File: src/hdl/jtisp_pkg.sv
// Constants, instruction codes and TAP state encoding for the JTAG/ISP I/O block
package jtisp_pkg;
    localparam int IR_W = 10;
    localparam int ID_W = 32;
    localparam int ID_VER_W = 4;
    localparam int ID_PART_W = 16;
    localparam int ID_MFR_W = 11;
    localparam logic ID_LSB = 1'b1;
    // Instruction codes
    localparam logic [IR_W-1:0] INS_BYPASS = 10'h3ff;
    localparam logic [IR_W-1:0] INS_IDCODE = 10'h006;
    localparam logic [IR_W-1:0] INS_USER_A = 10'h00c;
    localparam logic [IR_W-1:0] INS_USER_B = 10'h00e;
    localparam logic [IR_W-1:0] INS_ISP_ENTER = 10'h2cc;
    localparam logic [IR_W-1:0] INS_ISP_EXIT = 10'h201;
    localparam logic [IR_W-1:0] INS_CLAMP = 10'h0cf;
    localparam logic [IR_W-1:0] INS_PROG_CFG = 10'h2f2;
    localparam logic [IR_W-1:0] INS_PROG_UFM = 10'h2f3;
    localparam logic [1:0] IR_CAPTURE = 2'h1;
    // Per-pin clamp codes
    localparam int CLAMP_W = 2;
    localparam logic [1:0] CLAMP_HOLD = 2'h0;
    localparam logic [1:0] CLAMP_HIGH = 2'h1;
    localparam logic [1:0] CLAMP_LOW = 2'h2;
    localparam logic [1:0] CLAMP_TRI = 2'h3;
    typedef enum logic [3:0] {
        TS_RESET = 4'b1111,
        TS_IDLE = 4'b1100,
        TS_SEL_DR = 4'b0111,
        TS_CAP_DR = 4'b0110,
        TS_SH_DR = 4'b0010,
        TS_EX1_DR = 4'b0001,
        TS_PAU_DR = 4'b0011,
        TS_EX2_DR = 4'b0000,
        TS_UPD_DR = 4'b0101,
        TS_SEL_IR = 4'b0100,
        TS_CAP_IR = 4'b1110,
        TS_SH_IR = 4'b1010,
        TS_EX1_IR = 4'b1001,
        TS_PAU_IR = 4'b1011,
        TS_EX2_IR = 4'b1000,
        TS_UPD_IR = 4'b1101
    } jtisp_tstate_t;
endpackage

File: src/hdl/jtisp_tap_if.sv
// TAP state and edge carrier between the controller and the core
`timescale 1ns/100ps
interface jtisp_tap_if;
    import jtisp_pkg::*;
    jtisp_tstate_t state;
    logic [IR_W-1:0] ir;
    logic ir_lsb;
    logic rise;
    logic fall;
    logic tms;
    logic tdi;
    modport ctrl (output state, output ir, output ir_lsb, output rise, output fall,
        output tms, output tdi);
    modport core (input state, input ir, input ir_lsb, input rise, input fall,
        input tms, input tdi);
endinterface

File: src/hdl/jtisp_tap.sv
// TAP controller: finds test-clock edges, walks the state machine, holds the IR
`timescale 1ns/100ps
module jtisp_tap
    import jtisp_pkg::*;
(
    // Clock and reset
    input wire logic clk,
    input wire logic rst,
    input wire logic ce,
    // Synchronised test pins
    input wire logic tck_s,
    input wire logic tms_s,
    input wire logic tdi_s,
    // Core side
    jtisp_tap_if.ctrl tap
);
    typedef struct packed {
        jtisp_tstate_t state;
        logic [IR_W-1:0] ir_sh;
        logic [IR_W-1:0] ir;
        logic tck_prev;
    } jtisp_tap_st_t;

    jtisp_tap_st_t s_q, s_d;
    logic rise, fall;

    // Edges are seen in the same clock that the synchronised level moves
    assign rise = tck_s & ~s_q.tck_prev;
    assign fall = ~tck_s & s_q.tck_prev;
    assign tap.state = s_q.state;
    assign tap.ir = s_q.ir;
    assign tap.ir_lsb = s_q.ir_sh[0];
    assign tap.rise = rise;
    assign tap.fall = fall;
    assign tap.tms = tms_s;
    assign tap.tdi = tdi_s;

    // State walk and IR path on each rising test-clock edge
    always_comb
    begin
        s_d = s_q;
        s_d.tck_prev = tck_s;
        if (rise)
        begin
            unique case (s_q.state)
                TS_RESET: s_d.state = tms_s ? TS_RESET : TS_IDLE;
                TS_IDLE: s_d.state = tms_s ? TS_SEL_DR : TS_IDLE;
                TS_SEL_DR: s_d.state = tms_s ? TS_SEL_IR : TS_CAP_DR;
                TS_CAP_DR: s_d.state = tms_s ? TS_EX1_DR : TS_SH_DR;
                TS_SH_DR: s_d.state = tms_s ? TS_EX1_DR : TS_SH_DR;
                TS_EX1_DR: s_d.state = tms_s ? TS_UPD_DR : TS_PAU_DR;
                TS_PAU_DR: s_d.state = tms_s ? TS_EX2_DR : TS_PAU_DR;
                TS_EX2_DR: s_d.state = tms_s ? TS_UPD_DR : TS_SH_DR;
                TS_UPD_DR: s_d.state = tms_s ? TS_SEL_DR : TS_IDLE;
                TS_SEL_IR: s_d.state = tms_s ? TS_RESET : TS_CAP_IR;
                TS_CAP_IR: s_d.state = tms_s ? TS_EX1_IR : TS_SH_IR;
                TS_SH_IR: s_d.state = tms_s ? TS_EX1_IR : TS_SH_IR;
                TS_EX1_IR: s_d.state = tms_s ? TS_UPD_IR : TS_PAU_IR;
                TS_PAU_IR: s_d.state = tms_s ? TS_EX2_IR : TS_PAU_IR;
                TS_EX2_IR: s_d.state = tms_s ? TS_UPD_IR : TS_SH_IR;
                TS_UPD_IR: s_d.state = tms_s ? TS_SEL_DR : TS_IDLE;
            endcase
            unique case (s_q.state)
                TS_RESET: s_d.ir = INS_IDCODE;
                TS_CAP_IR: s_d.ir_sh = {{(IR_W-2){1'b0}}, IR_CAPTURE};
                TS_SH_IR: s_d.ir_sh = {tdi_s, s_q.ir_sh[IR_W-1:1]};
                TS_UPD_IR: s_d.ir = s_q.ir_sh;
                default: s_d.ir = s_q.ir;
            endcase
        end
    end

    // Apart from tck_prev, which follows every enabled clock, only the test-clock edge moves this state
    always_ff @(posedge clk or posedge rst)
    begin
        if (rst)
        begin
            s_q <= '{state: TS_RESET, ir_sh: '0, ir: INS_IDCODE, tck_prev: 1'b0};
        end
        else if (ce)
        begin
            s_q <= s_d;
        end
    end
endmodule // jtisp_tap

File: src/hdl/jtisp_top.sv
// Top of the JTAG block: ID word, user chains, ISP pin clamp and power-up output gating
`timescale 1ns/100ps
module jtisp_top
    import jtisp_pkg::*;
#(
    parameter int NPIN = 8,
    parameter logic [ID_VER_W-1:0] ID_VERSION = 4'h1, // Arbitrary value
    parameter logic [ID_PART_W-1:0] ID_PART = 16'h1234, // Arbitrary value
    parameter logic [ID_MFR_W-1:0] ID_MFR = 11'h055 // Arbitrary value
)
(
    // Clock, reset, enable
    input wire logic clk,
    input wire logic rst,
    input wire logic ce,
    // Test access pins
    input wire logic tck,
    input wire logic tms,
    input wire logic tdi,
    output logic tdo,
    output logic tdo_oe,
    // Supply and configuration status, asynchronous
    input wire logic vccint_ok,
    input wire logic vccio_ok,
    input wire logic config_done,
    // User logic pin drive
    input wire logic [NPIN-1:0] user_o,
    input wire logic [NPIN-1:0] user_oe,
    // I/O pin buffers
    output logic [NPIN-1:0] pin_o,
    output logic [NPIN-1:0] pin_oe,
    output logic [NPIN-1:0] pin_pullup,
    // User scan chains
    input wire logic user_tdo_a,
    input wire logic user_tdo_b,
    output logic user_chain_a_instr,
    output logic user_chain_b_instr,
    output logic user_tck,
    output logic user_tms,
    output logic user_tdi,
    output logic [3:0] user_tap_state,
    // Flash region select and supply status
    output logic cfg_prog_en,
    output logic ufm_prog_en,
    output logic supply_low_output_kill
);
    localparam int CL_W = CLAMP_W * NPIN;

    typedef struct packed {
        logic [2:0] sync1;
        logic [2:0] sync2;
        logic [2:0] pwr1;
        logic [2:0] pwr2;
        logic [ID_W-1:0] id_sh;
        logic [CL_W-1:0] cl_sh;
        logic [CL_W-1:0] cl_code;
        logic [NPIN-1:0] hold_o;
        logic [NPIN-1:0] hold_oe;
        logic cl_armed;
        logic byp;
        logic isp;
        logic cfg_en;
        logic ufm_en;
        logic tdo;
        logic tdo_oe;
        logic ua;
        logic ub;
        logic utck;
        logic utms;
        logic utdi;
        logic [3:0] ustate;
        logic kill;
        logic [NPIN-1:0] po;
        logic [NPIN-1:0] poe;
        logic [NPIN-1:0] ppu;
    } jtisp_st_t;

    jtisp_st_t s_q, s_d;
    jtisp_tap_if tap();
    logic [ID_W-1:0] id_word;
    logic [NPIN-1:0] nx_o, nx_oe, nx_pu;
    logic out_ok, ir_a, ir_b;

    // TAP walker fed from the second synchroniser stage
    jtisp_tap u_tap (
        .clk(clk),
        .rst(rst),
        .ce(ce),
        .tck_s(s_q.sync2[2]),
        .tms_s(s_q.sync2[1]),
        .tdi_s(s_q.sync2[0]),
        .tap(tap)
    );

    assign id_word = {ID_VERSION, ID_PART, ID_MFR, ID_LSB};
    assign ir_a = (tap.ir == INS_USER_A);
    assign ir_b = (tap.ir == INS_USER_B);
    // Outputs only once both supplies are good and configuration is complete
    assign out_ok = s_q.pwr2[2] & s_q.pwr2[1] & s_q.pwr2[0];

    // Per-pin drive selection: user, default ISP tri-state, or clamp
    generate
        for (genvar i = 0; i < NPIN; i++)
        begin : g_pin
            logic [1:0] code;
            assign code = s_q.cl_code[CLAMP_W*i +: CLAMP_W];
            always_comb
            begin
                nx_o[i] = user_o[i];
                nx_oe[i] = user_oe[i];
                nx_pu[i] = 1'b0;
                if (s_q.isp && !s_q.cl_armed)
                begin
                    nx_o[i] = 1'b0;
                    nx_oe[i] = 1'b0;
                    nx_pu[i] = 1'b1;
                end
                else if (s_q.isp)
                begin
                    unique case (code)
                        CLAMP_HOLD:
                        begin
                            nx_o[i] = s_q.hold_o[i];
                            nx_oe[i] = s_q.hold_oe[i];
                        end
                        CLAMP_HIGH:
                        begin
                            nx_o[i] = 1'b1;
                            nx_oe[i] = 1'b1;
                        end
                        CLAMP_LOW:
                        begin
                            nx_o[i] = 1'b0;
                            nx_oe[i] = 1'b1;
                        end
                        CLAMP_TRI:
                        begin
                            nx_o[i] = 1'b0;
                            nx_oe[i] = 1'b0;
                        end
                    endcase
                end
                // Gate sits last so no mode can drive during a supply dip
                if (!out_ok)
                begin
                    nx_oe[i] = 1'b0;
                end
            end
        end
    endgenerate

    // Scan paths, ISP mode tracking and pin drive registers
    always_comb
    begin
        s_d = s_q;
        s_d.sync1 = {tck, tms, tdi};
        s_d.sync2 = s_q.sync1;
        s_d.pwr1 = {vccint_ok, vccio_ok, config_done};
        s_d.pwr2 = s_q.pwr1;
        s_d.kill = ~(s_q.pwr2[2] & s_q.pwr2[1]);
        s_d.po = nx_o;
        s_d.poe = nx_oe;
        s_d.ppu = nx_pu;
        // Mirror TAP activity to user logic only under a user instruction
        s_d.ua = ir_a;
        s_d.ub = ir_b;
        s_d.utck = (ir_a | ir_b) & s_q.sync2[2];
        s_d.utms = (ir_a | ir_b) & tap.tms;
        s_d.utdi = (ir_a | ir_b) & tap.tdi;
        s_d.ustate = (ir_a | ir_b) ? tap.state : TS_RESET;
        if (tap.rise)
        begin
            unique case (tap.state)
                TS_CAP_DR:
                begin
                    s_d.id_sh = id_word;
                    s_d.cl_sh = s_q.cl_code;
                    s_d.byp = 1'b0;
                    if (tap.ir == INS_CLAMP)
                    begin
                        // Only a driven pin is held; an input keeps oe low
                        s_d.hold_o = user_o & user_oe;
                        s_d.hold_oe = user_oe;
                    end
                end
                TS_SH_DR:
                begin
                    s_d.id_sh = {tap.tdi, s_q.id_sh[ID_W-1:1]};
                    s_d.cl_sh = {tap.tdi, s_q.cl_sh[CL_W-1:1]};
                    s_d.byp = tap.tdi;
                end
                TS_UPD_DR:
                begin
                    if (tap.ir == INS_CLAMP && !s_q.isp)
                    begin
                        s_d.cl_code = s_q.cl_sh;
                        s_d.cl_armed = 1'b1;
                    end
                end
                TS_IDLE:
                begin
                    // IR holds the new code only after Update-IR, so entry waits for idle
                    if (tap.ir == INS_ISP_ENTER)
                    begin
                        s_d.isp = 1'b1;
                    end
                end
                TS_RESET:
                begin
                    s_d.isp = 1'b0;
                    s_d.cl_armed = 1'b0;
                end
                default:
                begin
                    s_d.byp = s_q.byp;
                end
            endcase
        end
        // Leaving ISP releases tri-state and clamp together
        if (tap.rise && tap.state == TS_IDLE && tap.ir == INS_ISP_EXIT)
        begin
            s_d.isp = 1'b0;
            s_d.cl_armed = 1'b0;
        end
        // One flash region at a time; the other keeps its contents
        s_d.cfg_en = s_q.isp & (tap.ir == INS_PROG_CFG);
        s_d.ufm_en = s_q.isp & (tap.ir == INS_PROG_UFM);
        if (tap.fall)
        begin
            s_d.tdo_oe = (tap.state == TS_SH_DR) | (tap.state == TS_SH_IR);
            if (tap.state == TS_SH_IR)
            begin
                s_d.tdo = tap.ir_lsb;
            end
            else if (ir_a)
            begin
                s_d.tdo = user_tdo_a;
            end
            else if (ir_b)
            begin
                s_d.tdo = user_tdo_b;
            end
            else if (tap.ir == INS_IDCODE)
            begin
                s_d.tdo = s_q.id_sh[0];
            end
            else if (tap.ir == INS_CLAMP)
            begin
                s_d.tdo = s_q.cl_sh[0];
            end
            else
            begin
                s_d.tdo = s_q.byp;
            end
        end
    end

    // Reset leaves every pin undriven, as at power-up
    always_ff @(posedge clk or posedge rst)
    begin
        if (rst)
        begin
            s_q <= '0;
            s_q.kill <= 1'b1;
            s_q.ustate <= TS_RESET;
        end
        else if (ce)
        begin
            s_q <= s_d;
        end
    end

    assign tdo = s_q.tdo;
    assign tdo_oe = s_q.tdo_oe;
    assign pin_o = s_q.po;
    assign pin_oe = s_q.poe;
    assign pin_pullup = s_q.ppu;
    assign user_chain_a_instr = s_q.ua;
    assign user_chain_b_instr = s_q.ub;
    assign user_tck = s_q.utck;
    assign user_tms = s_q.utms;
    assign user_tdi = s_q.utdi;
    assign user_tap_state = s_q.ustate;
    assign cfg_prog_en = s_q.cfg_en;
    assign ufm_prog_en = s_q.ufm_en;
    assign supply_low_output_kill = s_q.kill;
endmodule // jtisp_top

File: config.mk
export PLATFORM = sky130hd
export DESIGN_NAME = jtisp_top
export DESIGN_NICKNAME = d
export VERILOG_FILES = /design/src/hdl/jtisp_pkg.sv /design/src/hdl/jtisp_tap_if.sv /design/src/hdl/jtisp_tap.sv /design/src/hdl/jtisp_top.sv
export SDC_FILE = /design/constraint.sdc
export NUM_CORES = 1
export LEC_CHECK = 0
export ABC_AREA = 1
export ABC_CLOCK_PERIOD_IN_PS = 4900
export BUFFER_PORTS_ARGS = -buffer_cell sky130_fd_sc_hd__buf_2
export CAP_MARGIN = 20
export CORE_MARGIN = 2
export CORE_UTILIZATION = 28
export CTS_BUF_LIST = sky130_fd_sc_hd__clkbuf_8
export CTS_CLUSTER_DIAMETER = 30
export DETAILED_ROUTE_END_ITERATION = 6
export GPL_TIMING_DRIVEN = 0
export PLACE_DENSITY = 0.56
export SYNTH_ARGS = -nofsm -noshare
export SYNTH_HDL_FRONTEND = slang
export SYNTH_SLANG_ARGS = --single-unit
File: constraint.sdc
create_clock -name clk -period 4.9 [get_ports clk]
set_input_delay 1.225 -clock clk [delete_from_list [all_inputs] [get_ports clk]]
set_output_delay 1.225 -clock clk [all_outputs]
set_load 0.01 [all_outputs]
==> results by group <==
Run status
  – Run status: complete, no violations

Setup path
  – Crit path max fanout: 9
  – Crit end category: output port
  – R2r setup slk: between 3000 and 4000 ps
  – Reg2reg end: s_q[77]
  – FF-to-FF Start: u_tap.tap.state[1]
  – Crit path to: pin_pullup[6]
  – Kind of critical path: reg -> out
  – CP Launch Type: flop
  – Required time worst endpoint: 3670 ps
  – CP startpoint: pin_pullup[0]
  – R2R depth: 8
  – Crit path DAT: around 1200 ps
  – CP peak stage delay: between 400 and 500 ps
  – Slowest-stage cell, CP: dfrtp_1
  – Worst-path cell chain: buf_4, buf_2

Worst hold path
  – Hold Path Class: reg -> reg

Placed design
  – Placed cell area: between 7000 and 8000 µm²
  – Placer Congestion: between 0.8 and 0.9
  – Post-DP HPWL: 11800 µm
  – # placed instances: 1193
  – I/O Buffers: 64

STA
  – Fmax: between 0.4 and 0.5 GHz
  – Setup violators final: 0
  – Rel. slew slack: 58.0%
  – Setup TNS: 0 ps
  – Slew Viols, Final: 0
  – Least-Margin Pin Slew: 629 ps
  – Hold Worst Slack: 462 ps
  – Worst clock skew: around 15 ps
  – Final min period: 2430 ps
  – Final hold vios: 0
  – RSZ-0062 raised after global routing: false
  – Fin crit share: between 40 and 50%

Clocking
  – Post-cts resize count: 0
  – CTS buffer count: 17
  – H-tree depth: 4
  – Worst skew pair latency: approximately 440 ps
  – Clock tree from TritonCTS: built
  – Hold Buf Count CTS: 0
  – Buffer count from post-CTS setup fixing: 0
  – Clock-pin slew on the worst setup and hold paths: 80 ps
  – Clock sink count: 150
  – Clk buf depth: 2
  – Root buffer cell: clkbuf_8

Route
  – Routed wire length: around 16000 µm
  – DRT Pass-1 Iters: 5
  – Avg WL per Cell: 13.0 µm
  – Final routed DRC violation total: 0
  – Vias per cell: about 4.4
  – Via Count: 5439
  – DRT antenna net count: 0
  – Starting DRT DRC Count: 301

Final layout
  – Antenna cells: 0
  – Cell Count, Final, Fillers Out: 1225
  – Design Area, Final: 8360 µm²
  – Fill count: 2632
  – Most common cell after layout, fill and taps aside: dfrtp_1
  – Area added between synthesis and finish: 17.6%
  – Share of cells above drive strength 1: 20.9%
  – # nets final: 925
  – Most frequent cells in the layout: dfrtp_1, nand2_1, inv_1, o21ai_0, buf_2

Power and ir drop
  – Power Total: 0.00390 W
  – PwrDens: 467 nW/µm²
  – Leak pwr: 4.22 nW
  – Peak supply drop: 0.167 mV

Synthesis
  – YS warnings: 0
  – Top post-synthesis cells by area: dfrtp_1, nand2_1, inv_1, o21ai_0, a21oi_1
  – Cells after synthesis: 795
  – Register bit count reported by yosys: 150
  – Largest area contributor in the netlist: dfrtp_1
  – Netlist cell types: 39
  – Post-Syn Nets: 838
  – Top cell type's share of synthesized area: 48.9%
  – Synth Area per Inst: 8.95 µm²
  – Synthesized area: 7110 µm²
  – Post-synthesis sequential area ratio: 53.0%

Global route
  – Initial antenna violation count: 0
  – Routing usage on met1: around 17%
  – First-pass GRT wire length: 26700 µm
  – Total Routing Usage GR: 12.6%
  – Met2 GRT Util: between 20% and 30%
  – GR Util met3: 3.12%
  – Vias in the first global route: 5317
  – Grt total ovfl: 0
  – Largest net degree at the start of global routing: 41
  – Most crowded layer after global routing: met2

Floorplanning
  – Initial Utilization: 28.4%
  – Core Area: 25000 µm²
  – Cell row count: 58
  – Die width: ~160 µm
  – Top Ports: 65
  – Die height: 163 µm
  – Die area: 26700 µm²

Run
  – Max-cap violations: 0
==> per-layer routing <==
layer,vias to the layer above,wire length [µm],part of all wire (%)
met1,2573,7590,48
met2,109,7520,47
met5,-,0,0
li1,2744,-,-
met4,0,173,1.1
met3,13,672,4.2
==> worst min-delay path by stage <==
stage	from	cells past startpoint	to	slack, ps
detailed placement	s_d[127]	2	s_d[127]	460
global route	s_q[122]	1	supply_low_output_kill	500
global placement	s_q[122]	1	supply_low_output_kill	440
floorplan	s_q[122]	1	supply_low_output_kill	420
finish	s_q[122]	1	supply_low_output_kill	460
CTS	s_q[122]	1	supply_low_output_kill	470
==> worst max-delay path: cells and delay by family, from the launching register on <==
kind	cells	cell delay, ps
flip-flops	1	470
buffers and inverters	2	300
==> state kept, by name, indices dropped and copies added, names as in the netlist <==
register and flops:
u_tap.tap.state 4, s_d 6, user_chain_a_instr 1, user_chain_b_instr 1, tdo 1, g_pin.code 16, u_tap.s_q 10, supply_low_output_kill 1
s_q 72, ufm_prog_en 1, u_tap.tap.ir 10, cfg_prog_en 1, user_tms 1, u_tap.tap.ir_lsb 1, pin_pullup 1, pin_oe 8
user_tck 1, user_tap_state 4, tdo_oe 1, user_tdi 1, pin_o 8
==> synthesized netlist by cell type (all sizes together) <==
master	n
nand2	142
dfrtp	139
inv	134
o21ai	95
a21oi	59
nor2	44
buf	42
o22ai	30
nand3	23
ha	16
clkbuf	14
dfstp	11
a22o	8
a31oi	8
o211ai	7
o31ai	6
clkinv	4
nand4	4
nor3	3
o22a	2
a22oi	1
a32oi	1
nor4	1
o2111ai	1
==> through the flow <==
step / setup WS (ps) / utilization [%]
6_report: 2470 / 33.4
5_1_grt: 2380 / 33.4
4_1_cts: 2430 / 33.4
3_5_place_dp: 2250 / 31.7
3_3_place_gp: 733 / 31.4
2_1_floorplan: 1800 / -
==> layout make-up <==
class | count | area (µm²) | share of cell area (%)
multi-input combinational | 451 | 2460 | 29.4
clock inverter | 14 | 185 | 2.21
sequential | 150 | 3770 | 45.0
tap | 330 | 413 | 4.94
timing repair buffer | 68 | 400 | 4.79
clock buffer | 18 | 248 | 2.96
buffer | 56 | 368 | 4.40
inverter | 138 | 527 | 6.30
==> power breakdown <==
part / switching, W / internal, W / total, W
combinational: 0.000677 / 0.000428 / 0.00110
sequential: 0.000183 / 0.00158 / 0.00176
clock: 0.000470 / 0.000565 / 0.00103
total: 0.00133 / 0.00257 / 0.00390
==> logic make-up after synthesis <==
group,count (synthesis),share of synthesized area [%]
adders and majority gates,16,2.81
AOI/OAI and AO/OA,218,18.0
and+or+nand+nor,217,13.7
buffers and inverters,194,12.5
DFF,150,53.0
(Power assumes the default switching activity.)
